File: config.mk
export PLATFORM = sky130hd
export DESIGN_NAME = cst_regs
export DESIGN_NICKNAME = d
export VERILOG_FILES = /design/src/inc/cst_pkg.sv /design/src/hw/cst_regs.sv
export VERILOG_INCLUDE_DIRS = /design/src /design/src/inc
export SDC_FILE = /design/constraint.sdc
export NUM_CORES = 1
export LEC_CHECK = 0
export ABC_AREA = 1
export BUFFER_PORTS_ARGS = -buffer_cell sky130_fd_sc_hd__buf_2
export CAP_MARGIN = 10
export CORE_ASPECT_RATIO = 1.4
export CORE_MARGIN = 1.5
export CORE_UTILIZATION = 60
export DETAILED_ROUTE_END_ITERATION = 8
export PLACE_DENSITY = 0.77
export SYNTH_ARGS = -nofsm -noshare
export SYNTH_HDL_FRONTEND = slang
export SYNTH_SLANG_ARGS = --single-unit
File: constraint.sdc
create_clock -name i_clk -period 3.3 [get_ports i_clk]
set_input_delay 0.165 -clock i_clk [delete_from_list [all_inputs] [get_ports i_clk]]
set_output_delay 0.165 -clock i_clk [all_outputs]
set_load 0.01 [all_outputs]
File: src/inc/cst_params.svh
`ifndef CST_PARAMS_SVH
`define CST_PARAMS_SVH

// ****************************************************************
// Register offsets
// ****************************************************************
`define CST_OFF_CAL         8'h55
`define CST_OFF_MODEM       8'h56
`define CST_OFF_CP_TEST     8'h57
`define CST_OFF_CP_TRIM     8'h58
`define CST_OFF_DIV_TRIM    8'h59

// ****************************************************************
// Calibration control field positions
// ****************************************************************
`define CST_BIT_XTAL_HALF   6
`define CST_BIT_RC_FINE_EN  4
`define CST_BIT_RC_FORCE    3
`define CST_BIT_VCO_DP      2
`define CST_BIT_VCO_FORCE   1
`define CST_BIT_SKIP_VCO    0

// ****************************************************************
// Charge pump trim field positions
// ****************************************************************
`define CST_CP_GAIN_MSB     7
`define CST_CP_GAIN_LSB     6
`define CST_BIT_CP_OVR      5
`define CST_CP_CORR_MSB     4
`define CST_CP_CORR_LSB     0

// ****************************************************************
// Reset values, VCO boost value and OOK preamble bit counts
// ****************************************************************
`define CST_RST_CAL         8'h44
`define CST_RST_MODEM       8'h00
`define CST_RST_CP_TEST     8'h00
`define CST_RST_CP_GAIN     2'h2
`define CST_RST_CP_CORR     5'h00
`define CST_RST_DIV_TRIM    8'h00
`define CST_VCO_BOOST_VAL   4'hF
`define CST_OOK_BITS_SHORT  4'h4
`define CST_OOK_BITS_LONG   4'h8

// ****************************************************************
// Timing
// ****************************************************************
`define CST_CLK_MHZ         100
`define CST_RC_CAL_US       2000
`define CST_RC_FINE_S       30
`define CST_XTAL_WAKE_US    1000
`define CST_VCO_CAL_US      50
`define CST_RC_CAL_CYC      (`CST_RC_CAL_US * `CST_CLK_MHZ)
`define CST_RC_FINE_CYC     (64'(`CST_RC_FINE_S) * 64'(`CST_CLK_MHZ) * 64'd1000000)
`define CST_XTAL_WAKE_CYC   (`CST_XTAL_WAKE_US * `CST_CLK_MHZ)
`define CST_VCO_CAL_CYC     (`CST_VCO_CAL_US * `CST_CLK_MHZ)

`endif

File: src/inc/cst_pkg.sv
package cst_pkg;

    typedef enum logic [0:0] {
        CST_VC_IDLE,
        CST_VC_CAL
    } cst_vstate_t;

    typedef struct packed {
        logic bcr_bypass;
        logic slicer_bypass;
        logic dither_pm1;
        logic osc_det_off;
        logic ook_th8;
        logic refclk_10m;
        logic refclk_inv;
        logic disc_toggle;
    } cst_modem_t;

    typedef struct packed {
        logic       pfd_rst;
        logic       fbdiv_rst;
        logic       force_up;
        logic       force_dn;
        logic       dc_only;
        logic [2:0] dc_curr;
    } cst_cp_test_t;

    typedef struct packed {
        logic       tx_boost;
        logic       fbdiv_hc;
        logic [1:0] d3_trim;
        logic [1:0] d2_trim;
        logic [1:0] d1p5_trim;
    } cst_div_trim_t;

    typedef struct packed {
        logic          xtal_half;
        logic          rc_fine_en;
        logic          rc_force;
        logic          vco_dp;
        logic          vco_force;
        logic          skip_vco;
        cst_modem_t    modem;
        cst_cp_test_t  cp_test;
        logic [1:0]    cp_gain;
        logic          cp_ovr;
        logic [4:0]    cp_wr;
        logic [4:0]    cp_corr;
        cst_div_trim_t div_trim;
        logic [7:0]    rdata;
        logic          rc_busy;
        logic [31:0]   rc_cnt;
        logic [31:0]   fine_cnt;
        logic          wut_q;
        cst_vstate_t   vstate;
        logic [31:0]   v_cnt;
        logic [31:0]   v_len;
        logic          v_to_tx;
        logic          tx_go;
        logic          x_busy;
        logic [31:0]   x_cnt;
        logic [31:0]   x_len;
        logic          x_ready;
        logic [3:0]    vco_corr;
        logic [3:0]    ook_bits;
        logic          osc_det_en;
    } cst_state_t;

endpackage : cst_pkg

File: src/hw/cst_regs.sv
`timescale 1ns/100ps
`default_nettype none
`include "cst_params.svh"

module cst_regs #(
    parameter logic [31:0] P_RC_CAL_CYCLES    = 32'(`CST_RC_CAL_CYC),
    parameter logic [31:0] P_RC_FINE_CYCLES   = 32'(`CST_RC_FINE_CYC),
    parameter logic [31:0] P_XTAL_WAKE_CYCLES = 32'(`CST_XTAL_WAKE_CYC),
    parameter logic [31:0] P_VCO_CAL_CYCLES   = 32'(`CST_VCO_CAL_CYC)
) (
    // Clock and reset
    input  wire logic                   i_clk,
    input  wire logic                   i_resetn,
    // Register port
    input  wire logic [7:0]             i_addr,
    input  wire logic [7:0]             i_wdata,
    input  wire logic                   i_wr,
    input  wire logic                   i_rd,
    output var  logic [7:0]             o_rdata,
    // Device status
    input  wire logic                   i_idle,
    input  wire logic                   i_pllon,
    input  wire logic                   i_tx_mode,
    input  wire logic                   i_tx_req,
    input  wire logic                   i_wut_en,
    input  wire logic                   i_rc_osc_en,
    input  wire logic                   i_xtal_wake_start,
    input  wire logic [4:0]             i_cp_corr_auto,
    input  wire logic [3:0]             i_vco_corr,
    // Calibration sequencing
    output var  logic                   o_rc_cal_busy,
    output var  logic                   o_vco_cal_busy,
    output var  logic                   o_vco_cal_long,
    output var  logic                   o_tx_go,
    output var  logic                   o_xtal_ready,
    output var  logic [3:0]             o_vco_corr,
    // Modem controls
    output var  cst_pkg::cst_modem_t    o_modem,
    output var  logic [3:0]             o_ook_pre_bits,
    output var  logic                   o_osc_det_en,
    // Synthesizer trims
    output var  cst_pkg::cst_cp_test_t  o_cp_test,
    output var  logic [1:0]             o_cp_gain,
    output var  logic [4:0]             o_cp_corr,
    output var  cst_pkg::cst_div_trim_t o_div_trim
);

    // ****************************************************************
    // Address decode
    // ****************************************************************
    function automatic logic cst_hit(input logic [7:0] addr, input logic [7:0] off);
        cst_hit = (addr == off);
    endfunction : cst_hit

    cst_pkg::cst_state_t st;
    cst_pkg::cst_state_t next_st;

    logic wr_cal;
    logic wr_modem;
    logic wr_cp_test;
    logic wr_cp_trim;
    logic wr_div;
    logic rc_force_rise;
    logic fine_due;
    logic wut_rise;
    logic rc_req;
    logic vco_force_ok;

    // ****************************************************************
    // Next state
    // ****************************************************************
    always_comb begin
        next_st    = st;
        wr_cal     = i_wr && cst_hit(i_addr, `CST_OFF_CAL);
        wr_modem   = i_wr && cst_hit(i_addr, `CST_OFF_MODEM);
        wr_cp_test = i_wr && cst_hit(i_addr, `CST_OFF_CP_TEST);
        wr_cp_trim = i_wr && cst_hit(i_addr, `CST_OFF_CP_TRIM);
        wr_div     = i_wr && cst_hit(i_addr, `CST_OFF_DIV_TRIM);

        next_st.tx_go   = 1'b0;
        next_st.x_ready = 1'b0;
        next_st.rdata   = 8'h00;

        // Crystal wake timer; length fixed at start so a mid-wake write is harmless
        if (st.x_busy) begin
            if (st.x_cnt >= st.x_len - 32'h1) begin
                next_st.x_busy  = 1'b0;
                next_st.x_ready = 1'b1;
            end else begin
                next_st.x_cnt = st.x_cnt + 32'h1;
            end
        end else if (i_xtal_wake_start) begin
            next_st.x_busy = 1'b1;
            next_st.x_cnt  = 32'h0;
            next_st.x_len  = st.xtal_half ? (P_XTAL_WAKE_CYCLES >> 1)
                                          : P_XTAL_WAKE_CYCLES;
        end

        // RC oscillator calibration
        rc_force_rise = wr_cal && i_wdata[`CST_BIT_RC_FORCE] && !st.rc_force;
        wut_rise      = i_wut_en && !st.wut_q;
        fine_due      = st.rc_fine_en && (st.fine_cnt >= P_RC_FINE_CYCLES - 32'h1);
        rc_req        = rc_force_rise || wut_rise || fine_due;
        next_st.wut_q = i_wut_en;
        if (st.rc_fine_en && !fine_due) begin
            next_st.fine_cnt = st.fine_cnt + 32'h1;
        end else begin
            next_st.fine_cnt = 32'h0;
        end
        if (st.rc_busy) begin
            if (st.rc_cnt >= P_RC_CAL_CYCLES - 32'h1) begin
                next_st.rc_busy  = 1'b0;
                next_st.rc_force = 1'b0;
            end else begin
                next_st.rc_cnt = st.rc_cnt + 32'h1;
            end
        end else begin
            // Without the 32 kHz oscillator there is nothing to calibrate
            if (rc_req && i_rc_osc_en) begin
                next_st.rc_busy = 1'b1;
                next_st.rc_cnt  = 32'h0;
            end
            if (!i_rc_osc_en) begin
                next_st.rc_force = 1'b0;
            end
        end

        // VCO calibration sequencer
        vco_force_ok = st.vco_force && i_idle && i_pllon;
        case (st.vstate)
            cst_pkg::CST_VC_IDLE: begin
                if (i_tx_req && st.skip_vco) begin
                    next_st.tx_go = 1'b1;
                end else if (i_tx_req || vco_force_ok) begin
                    next_st.vstate  = cst_pkg::CST_VC_CAL;
                    next_st.v_cnt   = 32'h0;
                    next_st.v_to_tx = i_tx_req;
                    next_st.v_len   = st.vco_dp ? (P_VCO_CAL_CYCLES << 1)
                                                : P_VCO_CAL_CYCLES;
                end
                // Force outside Idle/PLL-on has no effect and is dropped
                next_st.vco_force = 1'b0;
            end
            cst_pkg::CST_VC_CAL: begin
                if (i_tx_req) begin
                    next_st.v_to_tx = 1'b1;
                end
                if (st.v_cnt >= st.v_len - 32'h1) begin
                    next_st.vstate    = cst_pkg::CST_VC_IDLE;
                    next_st.vco_force = 1'b0;
                    next_st.tx_go     = st.v_to_tx || i_tx_req;
                    next_st.v_to_tx   = 1'b0;
                end else begin
                    next_st.v_cnt = st.v_cnt + 32'h1;
                end
            end
            default: begin
                next_st.vstate = cst_pkg::CST_VC_IDLE;
            end
        endcase

        // Register writes after hardware clears: a set in the same cycle wins
        if (wr_cal) begin
            next_st.xtal_half  = i_wdata[`CST_BIT_XTAL_HALF];
            next_st.rc_fine_en = i_wdata[`CST_BIT_RC_FINE_EN];
            next_st.rc_force   = i_wdata[`CST_BIT_RC_FORCE];
            next_st.vco_dp     = i_wdata[`CST_BIT_VCO_DP];
            next_st.vco_force  = i_wdata[`CST_BIT_VCO_FORCE];
            next_st.skip_vco   = i_wdata[`CST_BIT_SKIP_VCO];
        end
        if (wr_modem) begin
            next_st.modem = cst_pkg::cst_modem_t'(i_wdata);
        end
        if (wr_cp_test) begin
            next_st.cp_test = cst_pkg::cst_cp_test_t'(i_wdata);
        end
        if (wr_cp_trim) begin
            next_st.cp_gain = i_wdata[`CST_CP_GAIN_MSB:`CST_CP_GAIN_LSB];
            next_st.cp_ovr  = i_wdata[`CST_BIT_CP_OVR];
            next_st.cp_wr   = i_wdata[`CST_CP_CORR_MSB:`CST_CP_CORR_LSB];
        end
        if (wr_div) begin
            next_st.div_trim = cst_pkg::cst_div_trim_t'(i_wdata);
        end

        // Pump correction follows the loop unless overridden
        next_st.cp_corr = next_st.cp_ovr ? next_st.cp_wr : i_cp_corr_auto;

        // Decoded modem controls
        next_st.ook_bits   = next_st.modem.ook_th8 ? `CST_OOK_BITS_LONG
                                                   : `CST_OOK_BITS_SHORT;
        next_st.osc_det_en = !next_st.modem.osc_det_off;

        // VCO current correction boost
        if (st.div_trim.tx_boost
            && (i_tx_mode || (st.vstate == cst_pkg::CST_VC_CAL && st.v_to_tx))) begin
            next_st.vco_corr = `CST_VCO_BOOST_VAL;
        end else begin
            next_st.vco_corr = i_vco_corr;
        end

        // Read path; reserved bits always read as constant zero, whatever was written
        if (i_rd) begin
            if (cst_hit(i_addr, `CST_OFF_CAL)) begin
                next_st.rdata = {1'b0, st.xtal_half, 1'b0, st.rc_fine_en,
                                 st.rc_force, st.vco_dp, st.vco_force,
                                 st.skip_vco};
            end else if (cst_hit(i_addr, `CST_OFF_MODEM)) begin
                next_st.rdata = st.modem;
            end else if (cst_hit(i_addr, `CST_OFF_CP_TEST)) begin
                next_st.rdata = st.cp_test;
            end else if (cst_hit(i_addr, `CST_OFF_CP_TRIM)) begin
                // Override shows the written value, which the pump takes in the same cycle
                next_st.rdata = {st.cp_gain, st.cp_ovr,
                                 st.cp_ovr ? st.cp_wr : st.cp_corr};
            end else if (cst_hit(i_addr, `CST_OFF_DIV_TRIM)) begin
                next_st.rdata = st.div_trim;
            end else begin
                next_st.rdata = 8'h00;
            end
        end
    end

    // ****************************************************************
    // State register
    // ****************************************************************
    always_ff @(posedge i_clk or negedge i_resetn) begin
        if (!i_resetn) begin
            st            <= '0;
            st.xtal_half  <= 1'(`CST_RST_CAL >> `CST_BIT_XTAL_HALF);
            st.vco_dp     <= 1'(`CST_RST_CAL >> `CST_BIT_VCO_DP);
            st.modem      <= `CST_RST_MODEM;
            st.cp_test    <= `CST_RST_CP_TEST;
            st.cp_gain    <= `CST_RST_CP_GAIN;
            st.cp_wr      <= `CST_RST_CP_CORR;
            st.cp_corr    <= `CST_RST_CP_CORR;
            st.div_trim   <= `CST_RST_DIV_TRIM;
            st.vstate     <= cst_pkg::CST_VC_IDLE;
            st.ook_bits   <= `CST_OOK_BITS_SHORT;
            st.osc_det_en <= 1'b1;
        end else begin
            st <= next_st;
        end
    end

    // ****************************************************************
    // Outputs
    // ****************************************************************
    assign o_rdata        = st.rdata;
    assign o_rc_cal_busy  = st.rc_busy;
    assign o_vco_cal_busy = (st.vstate == cst_pkg::CST_VC_CAL);
    assign o_vco_cal_long = st.vco_dp;
    assign o_tx_go        = st.tx_go;
    assign o_xtal_ready   = st.x_ready;
    assign o_vco_corr     = st.vco_corr;
    assign o_modem        = st.modem;
    assign o_ook_pre_bits = st.ook_bits;
    assign o_osc_det_en   = st.osc_det_en;
    assign o_cp_test      = st.cp_test;
    assign o_cp_gain      = st.cp_gain;
    assign o_cp_corr      = st.cp_corr;
    assign o_div_trim     = st.div_trim;

endmodule : cst_regs

`default_nettype wire

=== Yosys cells after proc, flatten, opt, wreduce, memory -nomap -nowiden ===
Cells that the tools add are included.

* Register bits: 259
* Bits of input ports: 36
* Output and inout port bits: 53
* Word-level logic and storage cells: 147

* $add $sub $neg: 6
* $lt $le $gt $ge: 4
* Equal/unequal tests: 14
* Muxes and demuxes: 40
* Bitwise logic cells: 3
* Reductions and logical operators: 34

{| class="wikitable"
|+ Operators with widths
! kind !! number
|-
| 66-bit two-way mux || 2
|-
| 32-bit by 1-bit adder with 32-bit output, second input constant || 4
|-
| 32-bit two-way mux || 4
|-
| 33-bit two-way mux || 3
|-
| 33-bit one-hot mux with 2 select lines || 1
|-
| 65-bit two-way mux || 1
|-
| 32-bit >= comparator || 2
|-
| 32-bit by 1-bit subtractor with 32-bit output, second input constant || 2
|-
| 8-bit two-way mux || 6
|-
| 8-bit by 7-bit == test with 1-bit output, second input constant || 5
|-
| 32-bit by 18-bit >= comparator with 1-bit output, second input constant || 1
|-
| 32-bit >= comparator, second input constant || 1
|-
| 17-bit two-way mux || 1
|-
| 1-bit logical AND || 16
|-
| 5-bit two-way mux || 3
|-
| 14-bit two-way mux || 1
|-
| 4-bit two-way mux || 3
|-
| 1-bit two-way mux || 11
|-
| 2-bit inequality test, second input constant || 5
|-
| 3-bit by 1-bit inequality test with 1-bit output, second input constant || 3
|-
| 3-bit AND reduction || 3
|-
| 2-bit AND reduction || 4
|-
| 6-bit two-way mux || 1
|-
| 1-bit logical OR || 5
|-
| other kinds (7) || 13
|}

=== Logic depth before layout (Yosys ltp) ===
Gate-level depths: netlist of the first run.

* Word-level depth: 9
* Mapped depth: 18
* Gate-level depth less buffers: 17

=== Worst setup path after synthesis of the first run ===
No wires, ideal clock.

* Kind: register -> register
* Start point: register st[89] (netlist bit)
* End point: register st[111] (netlist bit)
* Library setup time: 0.066 ns
* Data arrival time: 2.681 ns
* Data required time: 3.234 ns
* Path slack: 0.553 ns
* Stages on the path, launching flop included: 17
* Buffers on the path: 1
* Clock period less this slack: 2.747 ns
* Cells stage by stage: dfrtp_1 > inv_1 > ha_1 > nand2_1 > nor2_1 > ha_1 > inv_1 > ha_1 > a21oi_1 > o21a_1 > nand2_1 > a21oi_1 > nand3_1 > nand2_1 > buf_2 > nand2_1 > nand2_1

* Word-level cells in the longest chain between the ends: 4

{| class="wikitable"
|+ RTL lines
! item !! line !! text
|-
| from (decl) || cst_regs.sv:55 || <nowiki>cst_pkg::cst_state_t st;</nowiki>
|-
| from (signal assigned) || cst_regs.sv:242 || <nowiki>st <= next_st;</nowiki>
|-
| 32-bit by 1-bit subtractor with 32-bit output || cst_regs.sv:148 || <nowiki>if (st.v_cnt >= st.v_len - 32'h1) begin</nowiki>
|-
| 32-bit >= comparator || cst_regs.sv:148 ||
|-
| 2-bit inequality test (no line) || - ||
|-
| 3-bit AND reduction (no line) || - ||
|}

No other way between the ends.
A chain may end at the register's enable or synchronous reset.

=== Final worst setup path of the first run ===
* Start point: register st[24] (netlist bit)
* End point: register st[58] (netlist bit)

* Word-level cells in the longest chain between the ends: 4

{| class="wikitable"
|+ RTL lines
! item !! line !! text
|-
| 32-bit by 1-bit subtractor with 32-bit output || cst_regs.sv:86 || <nowiki>if (st.x_cnt >= st.x_len - 32'h1) begin</nowiki>
|-
| 32-bit >= comparator || cst_regs.sv:86 ||
|-
| 2-bit inequality test (no line) || - ||
|-
| 2-bit AND reduction (no line) || - ||
|}

No other way between the ends.

==> results of run 1 <==
[synth_stat cells (all sizes together), types with 16 or more instances]
library cell	n
nor3	63
xor2	55
ha	69
a21oi	41
nand4	22
nor2	244
o21ai	74
buf	69
nand2	521
inv	165
nand3	152
dfrtp	193
nor4	16
xnor2	28
clkbuf	24
[flip-flops by register name, indices dropped and copies added (netlist names)]
name,cells
st,148
o_cp_gain,2
o_vco_cal_long,1
o_osc_det_en,1
o_rc_cal_busy,1
o_xtal_ready,1
o_cp_test,8
o_rdata,8
o_vco_corr,4
o_modem,7
o_div_trim,8
o_ook_pre_bits,2
o_cp_corr,5
o_vco_cal_busy,1
o_tx_go,1
[per-stage QoR]
step                cell area (um2)  cells
finish                        14000   2095
global route                  14000   2095
CTS                           14000   2095
detailed placement            13200   2050
global placement              13200   2050
floorplan                     12900   1779
[worst max-delay path: stages (launching register included)]
cell	delay, ns
sky130_fd_sc_hd__dfrtp_1	0.43
sky130_fd_sc_hd__inv_1	0.14
sky130_fd_sc_hd__ha_1	0.40
sky130_fd_sc_hd__nand2_1	0.19
sky130_fd_sc_hd__nand2_1	0.09
sky130_fd_sc_hd__inv_1	0.04
sky130_fd_sc_hd__ha_1	0.29
sky130_fd_sc_hd__a21oi_1	0.18
sky130_fd_sc_hd__o21ai_0	0.11
sky130_fd_sc_hd__a21oi_1	0.12
sky130_fd_sc_hd__nand2_1	0.07
sky130_fd_sc_hd__nand2_1	0.09
sky130_fd_sc_hd__nand3_2	0.18
sky130_fd_sc_hd__inv_2	0.34
sky130_fd_sc_hd__nand2_1	0.11
sky130_fd_sc_hd__nand2_1	0.08
[path summary, 6_finish.rpt]
check,from,endpoint,slack [ns],cells after the start
min in group asynchronous,i_resetn,st[114],0.32,2
max reg2reg,st[24],st[58],0.39,15
min,i_wdata[7],o_modem[7],0.03,3
max,st[24],st[58],0.39,15
min reg2reg,st[206],st[206],0.49,2
max in group asynchronous,i_resetn,st[258],2.07,3
[final cells by class]
type,count,area share [%]
inverters,168,4.52
flip-flops and latches,198,35.4
well taps,260,2.32
clock inverters,15,1.34
clock buffers,17,3.04
multi-input cells,1320,48.2
repair buffers,117,5.18
[where the power goes]
| part | internal (uW) | leakage [uW] | switching, uW |
|---|---|---|---|
| clock network | 1150 | 0.000299 | 1030 |
| logic | 641 | 0.00404 | 1480 |
| registers | 2610 | 0.00265 | 268 |
| total | 4400 | 0.00698 | 2770 |
[cells by family after synthesis]
family,Yosys count
mux,3
compound gates,129
xor+xnor,83
buf+inv,261
fa+ha+maj,69
simple gates,1034
other cells,1
flops,198
[metal layers]
layer	global-route usage (%)	wire length, um	vias up
met5	0	0	-
met4	15.8	1360	0
met3	4.00	1210	95
met2	52.6	16300	314
met1	34.2	12700	5365
li1	-	-	5744
[timing repair]
action	CTS	global route
gates resized for setup	0	4
endpoints found under the setup margin	0	30
hold buffers	13	0
hold endpoints to repair	95	0
==> impl_summary.md, run 1 <==
Synthesis
The number of different library cells used by synthesis comes to 43. The synthesized netlist devotes 5.32% of its cell area to compound gates. After synthesis, the largest area contributor takes up between 30 and 40% of total cell area.

The count of synthesis-stage warnings from yosys is 0. Synthesis inferred 198 register bits. Summing the areas of all xor and xnor instances in the mapped netlist gives 5.63% of the synthesized area. The synthesized area divided by synthesized cell count is ~7.3 um2. The multiplexer fraction of the synthesized cell area is 0.233%. The cell accounting for the most synthesized area is sky130_fd_sc_hd__dfrtp_1. The fraction of the mapped netlist area in simple logic gates is 34.2%. The fraction of registers with async set/reset is between 90% and 100%.

The top flip-flop cell by instance count after synthesis is sky130_fd_sc_hd__dfrtp_1. The cell count after synthesis is 1778. By area the synthesized netlist is led by sky130_fd_sc_hd__dfrtp_1 37%, sky130_fd_sc_hd__nand2_1 15%, sky130_fd_sc_hd__nor2_1 6.9%. After synthesis, the largest family of logic cells by area is simple AND/OR/NAND/NOR gates. The share of the Yosys chip area taken by registers is 38.4%.

The adder-cell share of the synthesized area is ~6.7%. In this run the cell area of the synthesized design comes to 12900 um2. In this run, synthesis inferred 0 flip-flops with an integrated enable.

Layout
The layout has 1914 filler cells. Cells fill 66.3% of the core in the end. The post-route netlist has 9.92% of its cells at a drive strength greater than 1. In the final design database the tool counted 1927 nets.

The repair_antennas step left the layout with diodes totalling 0. The top cell types in the final layout, fill and taps aside, are 517 x sky130_fd_sc_hd__nand2_1, 238 x sky130_fd_sc_hd__nor2_1, 193 x sky130_fd_sc_hd__dfrtp_1. The most common cell after layout, fill and taps aside is sky130_fd_sc_hd__nand2_1.

The footprint of the multi-input gates is just under 7000 um2. The register area is 4960 um2. The area growth from synthesis to layout is 8.43%.

Placed design
At the end of routability-driven placement, the weighted congestion stood at between 0.9 and 1. The number of port buffers is 86. After legalization and detailed placement, the total HPWL measured 23.7 mm. The post-place setup slack is 0.307 ns.

Floorplanning
The y dimension of the die is about 180 um. The core outline area is 21100 um2. The initial utilization of the core area, before any placement, comes to between 60% and 70%. The die covers 22400 um2. The site row count is 63. In this run the horizontal extent of the chip is between 100 and 150 um. The I/O pin count is 89.

Timing
The relative slew slack is 50.3%. The number of pins with negative max-slew slack in the final report came to 0. For the final routed database, the setup TNS stands at 0 ns. Setup slack on the critical path of the routed design comes to 0.388 ns.

The routed design could run at a clock period as short as 2.91 ns. Setup violations remaining at the end of the flow were counted as 0. For the pin with the worst max-slew slack, the measured transition is around 0.74 ns. Of the available clock period, the critical path in the final layout requires 88.2%. Clock skew on the completed layout was measured at 0.0129 ns. Setup repair after global routing left no endpoint under its margin.

The hold violation count in the final report is 0. The smallest hold slack is 0.0282 ns. Derived from the worst setup path, the maximum achievable clock frequency is 343 MHz.

Clock tree
The cell sitting at the root of the clock tree is a sky130_fd_sc_hd__clkbuf_16. After clock tree synthesis, the clock-pin slew on the worst setup and hold paths is 0.08 ns. The number of buffers inserted to repair setup after CTS is 0.

The number of clock sinks is 198. The longest clock path from root to sink contains 2 buffers. TritonCTS built the clock tree. The number of buffers added by the clock tree synthesis step is 17.

In this run the number of H-tree levels came out at 4. The clock network latency to the later pin of the worst-skew pair is roughly 0.45 ns.

Hold path
The worst hold path belongs to the class in -> reg.

Route
Using the TritonRoute via totals, the vias-per-cell ratio works out to approximately 5.5. The aggregate routed wire length is 31.6 mm. The routed layout has approximately 12k vias. In this run the remaining antenna-violating nets after routing total 0. The initial detailed-routing violation count is 604. The routed length per placed instance is 15.1 um. The pre-antenna-repair detailed-routing pass consisted of 6 iterations. The number of DRC violations after detailed routing is 0.

Power
IR analysis of the VDD net gives a maximum drop of approximately 0.54 mV. The overall power consumption is 7180 uW. The static leakage power is 0.00698 uW. The ratio of total power to cell area is between 500 and 600 nW/um2.

Critical path
The data arrival time of the critical path is 3.30 ns. By startpoint and endpoint, the worst setup path is classified as reg -> reg. STA classifies the critical path endpoint as a flip-flop.

STA classifies the critical path startpoint as a flip-flop. The maximum net fanout on the critical path is 17. Data on the critical path is required at its endpoint by ~3.7 ns.

Global route
The total track usage is 29.5%. The global-route wire length before repair is between 50 and 60 mm. The initial antenna violation count is 0. The total global routing overflow is 0. Entering global routing, the biggest net connects 91 pins. The number of global-route vias before repair is 11.2k.

Status
The flow ran to the end, and the final reports show no timing, DRC or antenna violations.

Run
The max-cap violation count is 0.
(Power assumes the default switching activity.)
==> inputs of run 2 (changes only) <==
--- a/config.mk
+++ b/config.mk
@@ -12,6 +12,7 @@
 export CORE_ASPECT_RATIO = 1.4
 export CORE_MARGIN = 1.5
 export CORE_UTILIZATION = 60
+export CTS_CLUSTER_DIAMETER = 40
 export DETAILED_ROUTE_END_ITERATION = 8
 export PLACE_DENSITY = 0.77
 export SYNTH_ARGS = -nofsm -noshare
==> constraint.sdc (replaced) <==
create_clock -name i_clk -period 3.3 [get_ports i_clk]
set_input_delay 0.33 -clock i_clk [delete_from_list [all_inputs] [get_ports i_clk]]
set_output_delay 0.33 -clock i_clk [all_outputs]
set_load 0.01 [all_outputs]
==> run 2 against run 1 <==
Net effect:
- hold slack improved by 0.032 ns
- combinational power decreased by 2%
- final cell count decreased by 0.62%
- clock skew about the same
- via count decreased by 1.3%
- die area unchanged
- highest routed layer unchanged
- sequential cell count unchanged
- critical path depth decreased by 1
- total power increased by 0.68%
- first-iteration DRC count increased by 28%
- sequential share of layout area increased by 0.26 points
- count of clock-buffer cells in the layout increased by 4
==> impl_summary.md, run 2 (synthesized netlist as in run 1, its figures left out) <==
Critical path
The worst register-to-register path ends at st[48]. The data arrival time of the critical path is around 3.3 ns. The slowest cell on the critical path is sky130_fd_sc_hd__dfrtp_1. The most numerous cell type found on the critical path is sky130_fd_sc_hd__nand2_1. The worst setup path is of the reg -> reg kind.

The number of cells on the worst reg-to-reg path is 14. The startpoint identified for the worst register-to-register timing path is st[24]. Of all nets on the critical path, the largest fanout is 16. The worst register-to-register path has a setup slack of 0.35 ns.

The critical path's largest stage delay is 0.44 ns. At the worst endpoint, the required time is 3.64 ns. Walking the worst path, the cells encountered are inv_1 -> ha_1 -> a21oi_1 -> a31o_2 -> ha_1 -> nand2_1 -> o21ai_0 -> a21oi_1 -> nand2_1 -> nand2_1 -> nand3_2 -> nand2_2 -> nand2_1 -> nand2_1.

The startpoint type of the worst setup path is a flip-flop. The kind of capture point of the worst setup path is a flip-flop.

Timing
Final hold analysis gives a worst-case slack of 0.0602 ns. Setup repair after global routing left no endpoint under its margin. The post-layout minimum cycle time is 2.95 ns. The setup TNS is 0 ns. The relative slew slack is between 40% and 50%.

The number of pins with negative max-slew slack in the final report is 0. The hold violation count in the final report is 0. The final setup skew is between 0.01 and 0.015 ns.

Setup violations remaining at the end of the flow were counted as 0. For the pin with the worst max-slew slack, the measured transition is 0.782 ns. The achievable clock frequency is 339 MHz. Of the available clock period, the critical path in the final layout requires 89.5%.

Power
The design draws roughly 7200 uW. Summed over all cells, the static leakage comes to 0.00694 uW. Across the VDD grid, the largest voltage drop is 0.415 mV.

Power spread over the standard cell area amounts to 520 nW/um2.

Floorplanning
The full die area is 22400 um2. The initial core utilization is between 60% and 70%. The floorplan step defined a core boundary enclosing ~21000 um2. The y dimension of the die is 177 um.

In this run the core area contains 63 standard-cell rows. During I/O placement, the number of pins put on the boundary was 89. The chip width is 127 um.

Route
The first routing iteration left 773 violations. The aggregate routed wire length is around 31 mm. The routed length per placed instance is 15.0 um. In the routed design, unresolved DRC markers number 0.

The detailed-route via count is 11.4k. After detailed routing, the number of vias per cell comes to between 5 and 6. The number of nets still failing antenna checks after routing is 0. The first detailed-routing pass took 5 iterations.

Layout
The finished cells cover 13900 um2. At the end of the flow, the number of nets in the layout was approximately 1.9k. The number of antenna repair diodes is 0. The register ranked first by flip-flop count is st.

The fraction of final layout cells sized beyond drive strength 1 is approximately a tenth. The number of fillers in the final layout is 1905. The register area is 4960 um2.

The register with the most flip-flops in the layout has 148 of them. The footprint of the multi-input gates is 6740 um2. Leaving out fill and tap cells, the most frequent cells in the layout are 517 x sky130_fd_sc_hd__nand2_1, 239 x sky130_fd_sc_hd__nor2_1, 193 x sky130_fd_sc_hd__dfrtp_1.

The library cell used most frequently in the layout, excluding fill and tap cells, is sky130_fd_sc_hd__nand2_1. Relative to the synthesized area, the layout overhead comes to 7.64%. The final cell count without fillers is 2082.

Clock tree
The later pin in the worst-skew pair is clocked with a latency of 0.45 ns. The clock edge transition at the registers on the reported setup and hold paths is 0.07 ns. The clock passes through at most 2 buffers. The clock net in this run drives a total of just under 200 sinks. After clock tree synthesis, the setup repair step added 0 buffers.

TritonCTS created 17 clock buffers. The CTS tree is built. The cell at the root of the clock tree is sky130_fd_sc_hd__clkbuf_16. The H-tree was split into 4 levels.

Hold path
The cell depth of the worst hold path is 3. The terminating pin of the worst hold path is o_vco_corr[0]. The worst hold path belongs to the class in -> reg. The launch point of the worst hold path is i_vco_corr[0].

Global route
The largest net degree at the start of global routing is 87. Global routing used 29.7% of the available tracks. The initial antenna violation count is 0. Global routing finished with a remaining overflow of 0.

The number of global-route vias before repair was between 10k and 15k. The first global-routing pass estimated approximately 53 mm of wire.

Placed design
At the end of routability-driven placement, the weighted congestion stood at about 0.95. The number of port buffers is 86. The total cell area at the placement stage is 13200 um2. The placed cell count is between 2k and 2.5k. The half-perimeter wire length after detailed placement is 23.4 mm.

Run
Across the run, the number of max-cap violations was 0.

Status
The flow ran to the end, and the final reports show no timing, DRC or antenna violations.
run 2: changes by cell type in the layout (fill, tap and decap cells not counted):
cell                            change
sky130_fd_sc_hd__clkinv_8           -1
sky130_fd_sc_hd__clkbuf_1           +1
sky130_fd_sc_hd__nor2_2             -1
sky130_fd_sc_hd__nor2_1             +1
sky130_fd_sc_hd__clkinvlp_4         +1
sky130_fd_sc_hd__buf_8              -1
sky130_fd_sc_hd__dlygate4sd3_1     -11
sky130_fd_sc_hd__buf_4              -1
sky130_fd_sc_hd__inv_6              -2
sky130_fd_sc_hd__clkbuf_8           +3
sky130_fd_sc_hd__bufinv_16          +1
sky130_fd_sc_hd__clkinv_2           -2
sky130_fd_sc_hd__buf_6              +1
sky130_fd_sc_hd__clkinv_4           -2
run 2: worst max-delay path: cells and delay by family, from the launching register on:
| kind | cells | cell delay [ns] |
|---|---|---|
| compound gates | 4 | 0.71 |
| buf+inv | 1 | 0.15 |
| fa+ha+maj | 2 | 0.71 |
| simple gates | 7 | 0.83 |
| flops | 1 | 0.44 |
run 2: worst max-delay path by stage:
stage,startpoint,endpoint,slack [ns],cells past startpoint
floorplan,st[89],st[111],0.55,16
global placement,st[24],st[48],0.42,14
detailed placement,st[87],st[140],0.31,16
CTS,st[87],st[138],0.28,16
global route,st[24],st[65],0.05,14
finish,st[24],st[48],0.35,14
run 2: timing repair:
item                                   CTS  global route
endpoints found under the hold margin   80             0
setup endpoints to repair                0            30
resized for setup                        0             2
hold buffers                             2             0
run 2: metal layers:
layer / track usage, % / wire (um) / vias up
li1: - / - / 5696
met1: 34.3 / 12700 / 5286
met2: 52.5 / 15900 / 294
met3: 5.12 / 1270 / 94
met4: 15.5 / 1500 / 0
met5: 0 / 0 / -
run 2: per-stage QoR:
step | util [%] | setup slack [ns]
global route | 65.8 | 0.0473
floorplan | - | 0.553
finish | 65.8 | 0.348
detailed placement | 62.6 | 0.309
global placement | 62.6 | 0.422
CTS | 65.7 | 0.278
run 2: area by class of cell:
cell class	count	area share [%]
clock buffers	21	3.39
inverters	168	4.56
repair buffers	105	4.34
clock inverters	10	1.18
multi-input cells	1320	48.5
flip-flops and latches	198	35.7
well taps	260	2.34
run 2: power by group:
part           switching, uW  internal (uW)
Combinational           1450            628
Clock                    992           1270
Sequential               269           2610
Total                   2710           4510
